--- src/shared/pmc_pkg.sv ---
package pmc_pkg;

	// APB byte addresses of the two control registers
	localparam logic [11:0] PMC_OFS_REG_CTRL  = 12'h000;
	localparam logic [11:0] PMC_OFS_DOZE_CTRL = 12'h004;

	// Regulator register fields
	localparam int          PMC_REG_LP_BIT    = 1;
	localparam int          PMC_REG_RSVD_BIT  = 0;
	localparam logic [7:0]  PMC_REG_RST       = 8'h01;

	// Slowdown/idle register fields
	localparam int          PMC_IDLE_BIT      = 7;
	localparam int          PMC_SLOW_BIT      = 6;
	localparam int          PMC_ROI_BIT       = 5;
	localparam int          PMC_DOE_BIT       = 4;
	localparam int          PMC_RATIO_LSB     = 0;
	localparam int          PMC_RATIO_W       = 3;
	localparam logic [7:0]  PMC_DOZE_RST      = 8'h00;
	localparam logic [7:0]  PMC_DOZE_MASK     = 8'hF7;
	localparam logic [7:0]  PMC_REG_MASK      = 8'h03;

	// Doze counter width: ratio 111 needs 256 periph cycles
	localparam int          PMC_CNT_W         = 8;

	// Core power state
	typedef enum logic [2:0] {
		PMC_RUN   = 3'b001,
		PMC_IDLE  = 3'b010,
		PMC_SLEEP = 3'b100
	} pmc_state_e;

	// Events from the CPU/interrupt sequencer
	typedef struct packed {
		logic sleep_instr;
		logic irq_entry;
		logic return_from_interrupt_instr;
		logic wake_irq;
		logic in_circuit_debug_mode;
	} pmc_cpu_ev_s;

endpackage

--- src/verilog/pmc_top.sv ---
// Function
// - Regulator low-power select drives regulator low-current output only in full sleep, not in idle.
// - Regulator bit 0 reads one after reset; software keeps it set.
// - Unimplemented bits read zero and ignore writes.
// - Idle select makes sleep stop CPU clock only; else full sleep.
// - Slowdown active gates CPU cycles by ratio; clear runs full speed.
// - Recover-on-interrupt clears slowdown active at interrupt entry.
// - Slowdown-on-return sets slowdown active on return from interrupt.
// - Ratio field gives 1:2 at 000 doubling up to 1:256 at 111.
// - Debug mode forces full speed without changing stored slowdown bit.
// - Idle select clears only on power-on reset; other bits on every reset.
// - Enabled interrupt ends idle regardless of global enable; idle select kept.
//
// Our own choices: the address map and the APB register port.
module pmc_top
	import pmc_pkg::*;
(
	// Clock and resets
	input  wire logic        pclk,
	input  wire logic        presetn,
	input  wire logic        por_resetn,
	// APB slave
	input  wire logic        psel,
	input  wire logic        penable,
	input  wire logic        pwrite,
	input  wire logic [11:0] paddr,
	input  wire logic [31:0] pwdata,
	output logic      [31:0] prdata,
	output logic             pready,
	output logic             pslverr,
	// CPU and interrupt sequencer
	input  wire pmc_cpu_ev_s cpu_ev,
	input  wire logic        periph_cycle_en,
	output logic             cpu_clk_en,
	output logic             periph_clk_en,
	output logic             regulator_lowpower_en,
	output logic             sleeping
);

	function automatic logic [PMC_CNT_W-1:0] ratio_last(input logic [PMC_RATIO_W-1:0] r);
		ratio_last = PMC_CNT_W'((9'h002 << r) - 9'h001);
	endfunction

	logic             reg_lp_ff, nxt_reg_lp;
	logic             reg_rsvd_ff, nxt_reg_rsvd;
	logic             idle_on_sleep_sel_ff, nxt_idle_on_sleep_sel;
	logic             cpu_slowdown_active_ff, nxt_cpu_slowdown_active;
	logic             full_speed_on_irq_entry_ff, nxt_full_speed_on_irq_entry;
	logic             slowdown_on_irq_return_ff, nxt_slowdown_on_irq_return;
	logic [2:0]       ratio_ff, nxt_ratio;
	logic [31:0]      prdata_ff, nxt_prdata;
	logic             pslverr_ff, nxt_pslverr;
	logic             pready_ff, nxt_pready;
	pmc_state_e       state_ff, nxt_state;
	logic [PMC_CNT_W-1:0] cnt_ff, nxt_cnt;
	logic             cpu_en_ff, nxt_cpu_en;
	logic             per_en_ff, nxt_per_en;
	logic             reg_lpo_ff, nxt_reg_lpo;
	logic             sleeping_ff, nxt_sleeping;

	logic wr_acc;
	logic rd_acc;
	logic hit_reg;
	logic hit_doze;
	logic [7:0] reg_rd;
	logic [7:0] doze_rd;

	assign hit_reg  = (paddr == PMC_OFS_REG_CTRL);
	assign hit_doze = (paddr == PMC_OFS_DOZE_CTRL);
	// Zero-wait slave: access completes on the first penable cycle
	assign wr_acc   = psel & penable & pready_ff & pwrite;
	assign rd_acc   = psel & ~penable & ~pwrite;
	assign reg_rd   = {6'h00, reg_lp_ff, reg_rsvd_ff} & PMC_REG_MASK;
	assign doze_rd  = {idle_on_sleep_sel_ff, cpu_slowdown_active_ff,
		full_speed_on_irq_entry_ff, slowdown_on_irq_return_ff, 1'b0, ratio_ff}
		& PMC_DOZE_MASK;

	// Register file and hardware updates of slowdown bit
	always_comb begin
		nxt_reg_lp                  = reg_lp_ff;
		nxt_reg_rsvd                = reg_rsvd_ff;
		nxt_idle_on_sleep_sel       = idle_on_sleep_sel_ff;
		nxt_cpu_slowdown_active     = cpu_slowdown_active_ff;
		nxt_full_speed_on_irq_entry = full_speed_on_irq_entry_ff;
		nxt_slowdown_on_irq_return  = slowdown_on_irq_return_ff;
		nxt_ratio                   = ratio_ff;
		if (wr_acc && hit_reg) begin
			nxt_reg_lp   = pwdata[PMC_REG_LP_BIT];
			// Software must write one here; a stray zero is still stored and read back
			nxt_reg_rsvd = pwdata[PMC_REG_RSVD_BIT];
		end
		if (wr_acc && hit_doze) begin
			nxt_idle_on_sleep_sel       = pwdata[PMC_IDLE_BIT];
			nxt_cpu_slowdown_active     = pwdata[PMC_SLOW_BIT];
			nxt_full_speed_on_irq_entry = pwdata[PMC_ROI_BIT];
			nxt_slowdown_on_irq_return  = pwdata[PMC_DOE_BIT];
			nxt_ratio = pwdata[PMC_RATIO_LSB +: PMC_RATIO_W];
		end
		// Hardware events win over a simultaneous software write
		if (cpu_ev.irq_entry && full_speed_on_irq_entry_ff) begin
			nxt_cpu_slowdown_active = 1'b0;
		end
		if (cpu_ev.return_from_interrupt_instr && slowdown_on_irq_return_ff) begin
			nxt_cpu_slowdown_active = 1'b1;
		end
	end

	// Idle select survives non-power-on resets
	always_ff @(posedge pclk or negedge por_resetn) begin
		if (!por_resetn) begin
			idle_on_sleep_sel_ff <= 1'b0;
		end else begin
			idle_on_sleep_sel_ff <= nxt_idle_on_sleep_sel;
		end
	end

	always_ff @(posedge pclk or negedge presetn) begin
		if (!presetn) begin
			reg_lp_ff                  <= PMC_REG_RST[PMC_REG_LP_BIT];
			reg_rsvd_ff                <= PMC_REG_RST[PMC_REG_RSVD_BIT];
			cpu_slowdown_active_ff     <= PMC_DOZE_RST[PMC_SLOW_BIT];
			full_speed_on_irq_entry_ff <= PMC_DOZE_RST[PMC_ROI_BIT];
			slowdown_on_irq_return_ff  <= PMC_DOZE_RST[PMC_DOE_BIT];
			ratio_ff                   <= PMC_DOZE_RST[PMC_RATIO_LSB +: PMC_RATIO_W];
		end else begin
			reg_lp_ff                  <= nxt_reg_lp;
			reg_rsvd_ff                <= nxt_reg_rsvd;
			cpu_slowdown_active_ff     <= nxt_cpu_slowdown_active;
			full_speed_on_irq_entry_ff <= nxt_full_speed_on_irq_entry;
			slowdown_on_irq_return_ff  <= nxt_slowdown_on_irq_return;
			ratio_ff                   <= nxt_ratio;
		end
	end

	// APB answer: read data captured in setup, pready high in access
	always_comb begin
		nxt_prdata  = prdata_ff;
		nxt_pslverr = 1'b0;
		nxt_pready  = 1'b1;
		if (rd_acc) begin
			nxt_prdata = hit_reg ? {24'h000000, reg_rd} :
				hit_doze ? {24'h000000, doze_rd} : 32'h00000000;
		end
		if (psel && !penable) begin
			nxt_pslverr = ~(hit_reg | hit_doze);
		end
	end

	always_ff @(posedge pclk or negedge presetn) begin
		if (!presetn) begin
			prdata_ff  <= 32'h00000000;
			pslverr_ff <= 1'b0;
			pready_ff  <= 1'b0;
		end else begin
			prdata_ff  <= nxt_prdata;
			pslverr_ff <= nxt_pslverr;
			pready_ff  <= nxt_pready;
		end
	end

	// Power state and doze gating
	always_comb begin
		nxt_state   = state_ff;
		nxt_cnt     = cnt_ff;
		nxt_cpu_en  = 1'b0;
		nxt_per_en  = 1'b0;
		nxt_reg_lpo = 1'b0;
		unique case (state_ff)
			PMC_RUN: begin
				if (cpu_ev.sleep_instr && !cpu_ev.wake_irq) begin
					nxt_state = idle_on_sleep_sel_ff ? PMC_IDLE : PMC_SLEEP;
				end
			end
			PMC_IDLE, PMC_SLEEP: begin
				// Wake on any enabled interrupt; global enable not consulted
				if (cpu_ev.wake_irq) begin
					nxt_state = PMC_RUN;
				end
			end
			default: nxt_state = PMC_RUN;
		endcase
		nxt_per_en  = (nxt_state != PMC_SLEEP) & periph_cycle_en;
		nxt_reg_lpo = (nxt_state == PMC_SLEEP) & reg_lp_ff;
		nxt_sleeping = (nxt_state != PMC_RUN);
		if (nxt_state == PMC_RUN) begin
			if (cpu_ev.in_circuit_debug_mode || !nxt_cpu_slowdown_active) begin
				nxt_cpu_en = periph_cycle_en;
				nxt_cnt    = '0;
			end else if (periph_cycle_en) begin
				// One CPU cycle at the end of each ratio period
				nxt_cpu_en = (cnt_ff >= ratio_last(ratio_ff));
				nxt_cnt    = nxt_cpu_en ? '0 : cnt_ff + 1'b1;
			end
		end else begin
			nxt_cnt = '0;
		end
	end

	always_ff @(posedge pclk or negedge presetn) begin
		if (!presetn) begin
			state_ff   <= PMC_RUN;
			cnt_ff     <= '0;
			cpu_en_ff  <= 1'b0;
			per_en_ff  <= 1'b0;
			reg_lpo_ff <= 1'b0;
			sleeping_ff <= 1'b0;
		end else begin
			state_ff   <= nxt_state;
			cnt_ff     <= nxt_cnt;
			cpu_en_ff  <= nxt_cpu_en;
			per_en_ff  <= nxt_per_en;
			reg_lpo_ff <= nxt_reg_lpo;
			sleeping_ff <= nxt_sleeping;
		end
	end

	assign prdata                = prdata_ff;
	assign pready                = pready_ff;
	assign pslverr               = pslverr_ff;
	assign cpu_clk_en            = cpu_en_ff;
	assign periph_clk_en         = per_en_ff;
	assign regulator_lowpower_en = reg_lpo_ff;
	assign sleeping              = sleeping_ff;

	property p_roi_clear;
		@(posedge pclk) disable iff (!presetn)
		(cpu_ev.irq_entry && full_speed_on_irq_entry_ff && !cpu_ev.return_from_interrupt_instr)
			|=> !cpu_slowdown_active_ff;
	endproperty
	a_roi_clear: assert property (p_roi_clear) else $error("slowdown not cleared");

	property p_doe_set;
		@(posedge pclk) disable iff (!presetn)
		(cpu_ev.return_from_interrupt_instr && slowdown_on_irq_return_ff) |=> cpu_slowdown_active_ff;
	endproperty
	a_doe_set: assert property (p_doe_set) else $error("slowdown not set");

	property p_unimpl_zero;
		@(posedge pclk) disable iff (!presetn)
		(psel && !penable && !pwrite && hit_doze) |=> (prdata[31:8] == 24'h0 && !prdata[3]);
	endproperty
	a_unimpl_zero: assert property (p_unimpl_zero) else $error("unimplemented bit set");

	property p_idle_keeps;
		@(posedge pclk) disable iff (!presetn)
		(state_ff == PMC_IDLE && cpu_ev.wake_irq && !wr_acc) |=> (state_ff == PMC_RUN)
			&& $stable(idle_on_sleep_sel_ff);
	endproperty
	a_idle_keeps: assert property (p_idle_keeps) else $error("idle exit wrong");

	property p_sleep_sel;
		@(posedge pclk) disable iff (!presetn)
		(state_ff == PMC_RUN && cpu_ev.sleep_instr && !cpu_ev.wake_irq)
			|=> (state_ff == (idle_on_sleep_sel_ff ? PMC_IDLE : PMC_SLEEP));
	endproperty
	a_sleep_sel: assert property (p_sleep_sel) else $error("wrong sleep mode");

	property p_full_speed;
		@(posedge pclk) disable iff (!presetn)
		(nxt_state == PMC_RUN && periph_cycle_en
			&& (cpu_ev.in_circuit_debug_mode || !nxt_cpu_slowdown_active)) |=> cpu_clk_en;
	endproperty
	a_full_speed: assert property (p_full_speed) else $error("cpu not at full speed");

	property p_sleep_gate;
		@(posedge pclk) disable iff (!presetn)
		(state_ff != PMC_RUN) |-> !cpu_clk_en || $past(state_ff) == PMC_RUN;
	endproperty
	a_sleep_gate: assert property (p_sleep_gate) else $error("cpu clocked while asleep");

	property p_reg_lp;
		@(posedge pclk) disable iff (!presetn)
		regulator_lowpower_en |-> reg_lp_ff || $past(reg_lp_ff);
	endproperty
	a_reg_lp: assert property (p_reg_lp) else $error("regulator low power unselected");

	property p_ratio_bound;
		@(posedge pclk) disable iff (!presetn)
		cnt_ff <= ratio_last(ratio_ff) || $changed(ratio_ff);
	endproperty
	a_ratio_bound: assert property (p_ratio_bound) else $error("doze count overrun");

	property p_full_sleep_gate;
		@(posedge pclk) disable iff (!presetn)
		(state_ff == PMC_SLEEP) |-> !periph_clk_en;
	endproperty
	a_full_sleep_gate: assert property (p_full_sleep_gate) else $error("periph clocked in sleep");

	property p_idle_periph;
		@(posedge pclk) disable iff (!presetn)
		(state_ff == PMC_IDLE && $past(periph_cycle_en)) |-> periph_clk_en;
	endproperty
	a_idle_periph: assert property (p_idle_periph) else $error("periph stopped in idle");

	property p_lp_in_sleep;
		@(posedge pclk) disable iff (!presetn)
		(state_ff == PMC_SLEEP && $past(reg_lp_ff)) |-> regulator_lowpower_en;
	endproperty
	a_lp_in_sleep: assert property (p_lp_in_sleep) else $error("regulator not low power");

	property p_doze_hold;
		@(posedge pclk) disable iff (!presetn)
		(nxt_state == PMC_RUN && nxt_cpu_slowdown_active && !cpu_ev.in_circuit_debug_mode
			&& cnt_ff < ratio_last(ratio_ff)) |=> !cpu_clk_en;
	endproperty
	a_doze_hold: assert property (p_doze_hold) else $error("cpu clocked inside doze period");

endmodule // pmc_top
--- config.mk ---
export PLATFORM = sky130hd
export DESIGN_NAME = pmc_top
export DESIGN_NICKNAME = d
export VERILOG_FILES = /design/src/shared/pmc_pkg.sv /design/src/verilog/pmc_top.sv
export SDC_FILE = /design/constraint.sdc
export NUM_CORES = 1
export LEC_CHECK = 0
export BUFFER_PORTS_ARGS = -buffer_cell sky130_fd_sc_hd__buf_2
export CORE_ASPECT_RATIO = 1.5
export CORE_MARGIN = 5
export CORE_UTILIZATION = 41
export DETAILED_ROUTE_END_ITERATION = 6
export PLACE_DENSITY = 0.76
export SYNTH_ARGS = -nofsm -noshare
export SYNTH_HDL_FRONTEND = slang
export SYNTH_SLANG_ARGS = --single-unit
--- constraint.sdc ---
create_clock -name pclk -period 1.9 [get_ports pclk]
set_input_delay 0.095 -clock pclk [delete_from_list [all_inputs] [get_ports pclk]]
set_output_delay 0.095 -clock pclk [all_outputs]
set_load 0.01 [all_outputs]
Word-level counts from Yosys, hierarchy flattened. Cells that the tools add are included.

Memories kept: 0. RAM bits: 0. Word-level logic and storage cells: 69. Output and inout bits: 38. Latch bits: 0. Input port bits: 56. Flip-flop bits (word level): 58. Bits in read-only memories: 0.

Add/subtract/negate cells: 2. $lt $le $gt $ge: 1. Shift-type cells: 1. Multipliers: 0. Bitwise logic cells: 11. Multiplexer cells: 17. Divide/modulo/power cells: 0. Reductions and logical operators: 12. Equal/unequal tests: 9.

Operators with widths (number): 8-bit two-way mux (6); 12-bit by 3-bit equality test with 1-bit output, second input constant (1); 12-bit logical NOT (1); 3-bit two-way mux (3); 8-bit by 1-bit adder with 8-bit output, second input constant (1); 8-bit >= comparator (1); 2-bit by 3-bit left shift with 8-bit output, first input constant (1); 8-bit by 1-bit subtractor with 8-bit output, second input constant (1); 1-bit AND (7); 1-bit two-way mux (7); 3-bit by 1-bit equality test with 1-bit output, second input constant (2); 3-bit equality test, second input constant (2); 1-bit logical AND (6); 3-bit case mux with 2 select lines (1); 3-bit by 2-bit equality test with 1-bit output, second input constant (1); 1-bit logical NOT (3); 3-bit by 1-bit != test with 1-bit output, second input constant (1); 3-bit by 2-bit != test with 1-bit output, second input constant (1); 3-bit != test, second input constant (1); 1-bit NOT (3); 2-bit OR reduction (1); 1-bit logical OR (1); 1-bit OR (1).

Depth between registers and ports, before layout.
Depth after elaboration: 11. Gate-level depth with buffers: 7. Depth with buffers taken out: 6.

Worst setup path after synthesis. Ideal clock, no wire load.

Kind: register to register. From: reg ratio_ff[2]. To: reg cnt_ff[2]. Required time: 1754 ps. Setup slack: 35 ps. Setup time: 146 ps. Arrival time: 1719 ps. Period minus slack after synthesis: 1865 ps. Stages on the path, launching flop included: 8. Buffers on the path: 1. Path through: dfrtp_1 clkbuf_1 nor3_1 ha_1 a211oi_1 o211a_1 nor3b_1 nor4_1.

Longest elaborated chain between the ends: 7.

Ends and longest elaborated chain: from (decl) (line pmc_top.sv:50) `logic [2:0] ratio_ff, nxt_ratio;`; from (signal assigned) (line pmc_top.sv:124) `ratio_ff <= PMC_DOZE_RST[PMC_RATIO_LSB +: PMC_RATIO_W];`; from (signal assigned) (line pmc_top.sv:131) `ratio_ff <= nxt_ratio;`; 2-bit by 3-bit left shift with 8-bit output (line pmc_top.sv:41) `ratio_last = PMC_CNT_W'((9'h002 << r) - 9'h001);`; 8-bit by 1-bit subtractor with 8-bit output (line pmc_top.sv:41); 8-bit >= comparator (line pmc_top.sv:191) `nxt_cpu_en = (cnt_ff >= ratio_last(ratio_ff));`; 8-bit two-way mux (line pmc_top.sv:192) `nxt_cnt = nxt_cpu_en ? '0 : cnt_ff + 1'b1;`; 8-bit two-way mux (line pmc_top.sv:189) `end else if (periph_cycle_en) begin`; 8-bit two-way mux (line pmc_top.sv:186) `if (cpu_ev.in_circuit_debug_mode || !nxt_cpu_slowdown_active) begin`; 8-bit two-way mux (line pmc_top.sv:185) `if (nxt_state == PMC_RUN) begin`; to (signal assigned) (line pmc_top.sv:209) `cnt_ff <= nxt_cnt;`; to (decl) (line pmc_top.sv:55) `logic [PMC_CNT_W-1:0] cnt_ff, nxt_cnt;`.

No other way between the ends. The select of a mux whose other input is x is not followed. A chain may end at the register's enable or synchronous reset.

Final worst setup path.
From: reg ratio_ff[0]. To: reg cpu_en_ff, in the netlist cpu_clk_en.

Longest elaborated chain between the ends: 6.

Ends and longest elaborated chain: 2-bit by 3-bit left shift with 8-bit output (line pmc_top.sv:41); 8-bit by 1-bit subtractor with 8-bit output (line pmc_top.sv:41); 8-bit >= comparator (line pmc_top.sv:191); 1-bit two-way mux (line pmc_top.sv:189); 1-bit two-way mux (line pmc_top.sv:186); 1-bit two-way mux (line pmc_top.sv:185); named net nxt_cpu_en (line pmc_top.sv:56) `logic cpu_en_ff, nxt_cpu_en;`; to (signal assigned) (line pmc_top.sv:210) `cpu_en_ff <= nxt_cpu_en;`; to (decl) (line pmc_top.sv:56).

The timed path passes the listed nets, and every way through them passes these cells.

==> results.py <==
metrics = {
    "floorplanning": {
        "ios": 94,
        "core_um2": 4280,
        "die_x_um": 64.6,
        "dieArea_um2": 5940,
        "fp-row-count": 29,
        "die_h_um": 91.9,
        "start_util": 0.429,
    },
    "routing": {
        "drt-total-wl_mm": 3.65,
        "drt_iter0_drc": 38,
        "drt_pass1_iterations": 4,
        "route.detailed.drc": 0,
        "top_layer": "met4",
        "via_count": 1359,
        "met3_length_um": 278,
        "wl_met2_mm": 1.92,
        "ant_nets": 0,
        "vias_per_cell": 4.98,
        "wl_met1_mm": 1.38,
        "routedWlPerCell_um": 13.4,
    },
    "synthesis": {
        "synth_edf_count": 0,
        "synth-seq-cells": 33,
        "netlist_area_um2": 1840,
        "synth_top_area_share": 0.423,
        "synth_largest_area_cell": "dfrtp_1",
        "ys_top_cells_by_area": "dfrtp_1 42%, buf_4 10%, ha_1 5.5%, mux2_2 4.9%, dfstp_2 2.9%",
        "avgSynthCellArea_um2": 10.8,
        "seq_area_frac_synth": 0.451,
        "yosys.cell_types.count": 43,
        "async_flop_share": 1.00,
        "synth-main-ff-cell": "dfrtp_1",
        "yosysWarnings": 0,
        "syn_inst": 170,
    },
    "power_and_ir_drop": {
        "p_leak_nw": 1.10,
        "p_total_w": 0.00135,
        "irDropWorstVdd_uv": 298,
        "power_density_nw_per_um2": 618,
    },
    "worst_setup_path": {
        "required_ps": 2070,
        "crit_slowest_cell": "dfrtp_1",
        "critical_path_depth": 6,
        "crit_type": "reg -> reg",
        "cp.arrival_ps": 1950,
        "rr_worst_depth": 6,
        "cp_num_buf_inv": 0,
        "startpoint_type": "flip-flop",
        "crit_chain": "nor3_2 > ha_1 > a211oi_1 > o211a_1 > nor2_1 > o311a_1",
        "end_kind": "flip-flop",
        "path_max_fanout": 5,
        "slowest_delay_ps": 430,
        "path_delay_family": "compound AO/OA/AOI/OAI gates",
    },
    "grt": {
        "antenna_found_initial": 0,
        "first_global_vias": 1356,
        "grt_first_pass_wirelength_mm": 6.02,
        "grt.overflow.total": 0,
        "grt_start_max_net_pins": 33,
        "grt.total_usage": 0.133,
    },
    "placed_design": {
        "dp_hpwl_mm": 2.97,
        "gp_congestion": 0.768,
        "port_buffers": 43,
        "place_ws_ps": -84.1,
        "dpl-instance-area_um2": 2050,
    },
    "cells_and_area": {
        "fin_area_um2": 2190,
        "synthToLayoutAreaGrowth_pct": 19.4,
        "finalNetCount": 290,
        "antenna_cells": 0,
        "multi_input_area_um2": 888,
        "drive_gt1_frac": 0.348,
        "fillers": 395,
        "regArea_um2": 831,
    },
    "sta": {
        "setup_viol": 0,
        "slew_headroom": 0.541,
        "skew_ps": 6.92,
        "slew_violations": 0,
        "tightestPinTransition_ps": 689,
        "fmax_mhz": 562,
        "holdWs_ps": 31.8,
        "rsz0062_at_grt": "no",
        "period_needed_ps": 1780,
        "hold_viol": 0,
        "setup_ws_ps": 122,
        "period_share": 0.936,
    },
    "clock_tree": {
        "root_buffer": "clkbuf_8",
        "path_clk_slew_ps": 70,
        "cts_tree": "yes",
        "clockBufferDepth": 2,
        "numCtsBuffers": 5,
        "postCtsSetupBuffers": 0,
        "cts_sinks": 33,
        "h-tree-depth": 2,
        "clk_latency_ps": 290,
    },
    "status": {
        "status": "complete, no violations",
    },
    "hold_path": {
        "hold_path.class": "in -> reg",
        "min_path_cells": 2,
    },
    "flow_run": {
        "max_cap_violations": 0,
    },
}
==> cell usage after synthesis (2+ instances only) <==
| cell type | n |
|---|---|
| a211oi_1 | 4 |
| a21oi_1 | 2 |
| a22o_1 | 5 |
| a22oi_1 | 2 |
| buf_4 | 25 |
| clkbuf_1 | 3 |
| conb_1 | 2 |
| dfrtp_1 | 31 |
| dfstp_2 | 2 |
| ha_1 | 8 |
| inv_1 | 4 |
| mux2_2 | 8 |
| mux2i_1 | 4 |
| nand2_1 | 8 |
| nand2b_1 | 3 |
| nand3_1 | 2 |
| nand4_1 | 4 |
| nor2_1 | 4 |
| nor2b_1 | 2 |
| nor3_1 | 6 |
| nor3b_1 | 3 |
| nor4_1 | 8 |
| o21ai_0 | 4 |
| o31ai_1 | 2 |
| xnor2_1 | 3 |
| xor2_1 | 4 |
==> flip-flops by register name, indices dropped and copies added, names as in the netlist <==
name,flops
idle_on_sleep_sel_ff,1
sleeping,1
prdata,7
cpu_clk_en,1
cnt_ff,8
regulator_lowpower_en,1
pslverr,1
pready,1
state_ff,3
ratio_ff,3
reg_lp_ff,1
reg_rsvd_ff,1
cpu_slowdown_active_ff,1
full_speed_on_irq_entry_ff,1
slowdown_on_irq_return_ff,1
periph_clk_en,1
==> worst reg2reg max path, delay by kind of cell, from the launching register on <==
kind,cells,cell delay (ps)
DFF,1,430
and+or+nand+nor,2,270
adders and majority gates,1,240
AOI/OAI and AO/OA,3,720
==> metrics by stage <==
stage          utilization  cells  setup TNS, ps
4_1_cts              0.508    273              0
2_1_floorplan            -    194              0
6_report             0.512    273              0
3_5_place_dp         0.479    262           -449
3_3_place_gp         0.479    262           -103
5_1_grt              0.512    273              0
==> cell families (layout without fill, tap and decap cells) <==
family,Yosys count,count (layout),share of synthesized area
AND/OR/NAND/NOR,48,48,0.151
buffers and inverters,34,67,0.125
flip-flops,33,33,0.451
AO/OA/AOI/OAI,25,25,0.101
multiplexers,13,13,0.0791
adder cells (fa/ha/maj),8,8,0.0545
XOR/XNOR,7,7,0.0334
other,2,26,0.00409
==> cell type report <==
cell class | instances | share of cell area
multi-input cells | 127 | 0.405
flip-flops and latches | 33 | 0.379
repair buffers | 55 | 0.143
clock buffers | 5 | 0.0314
well taps | 46 | 0.0263
clock inverters | 3 | 0.00800
inverters | 4 | 0.00685
==> layout by cell type, fill, tap and decap left out, types with 5 or more instances in the layout <==
master    Yosys  layout
mux2_2        8       8
dfrtp_1      31      29
clkbuf_8      0       5
conb_1        2      26
buf_4        25       9
nor4_1        8       8
buf_2         1      43
nand2_1       8       8
ha_1          8       8
a22o_1        5       5
==> power by group <==
part	internal [W]	switching [W]
Combinational	0.0000495	0.0000762
Clock	0.000252	0.000255
Sequential	0.000714	0.00000613
==> routing by layer <==
| layer | track usage | up-vias |
|---|---|---|
| met5 | 0 | - |
| met4 | 0.0600 | 0 |
| met3 | 0.0428 | 6 |
| met2 | 0.241 | 45 |
| met1 | 0.136 | 633 |
| li1 | - | 675 |
==> timing repair <==
item,4_1_cts,5_1_grt
gates resized for setup,2,4
endpoints found under the setup margin,6,9
pin swaps,0,2
hold endpoints to repair,32,0
hold buffers,3,0
==> path summary, 6_finish.rpt <==
check | end | slack [ps] | from
min in group asynchronous | idle_on_sleep_sel_ff$_DFFE_PN0N_ | 100 | por_resetn
worst min-delay path | idle_on_sleep_sel_ff$_DFFE_PN0N_ | 30 | pwdata[7]
worst min register to register | prdata[2]$_DFFE_PN0P_ | 500 | prdata[2]$_DFFE_PN0P_
worst max-delay path | cpu_clk_en$_DFF_PN0_ | 120 | ratio_ff[0]$_DFFE_PN0N_
max in group asynchronous | ratio_ff[1]$_DFFE_PN0N_ | 1030 | presetn
worst max register to register | cpu_clk_en$_DFF_PN0_ | 120 | ratio_ff[0]$_DFFE_PN0N_
No activity file was read; power rests on OpenSTA's default activity.
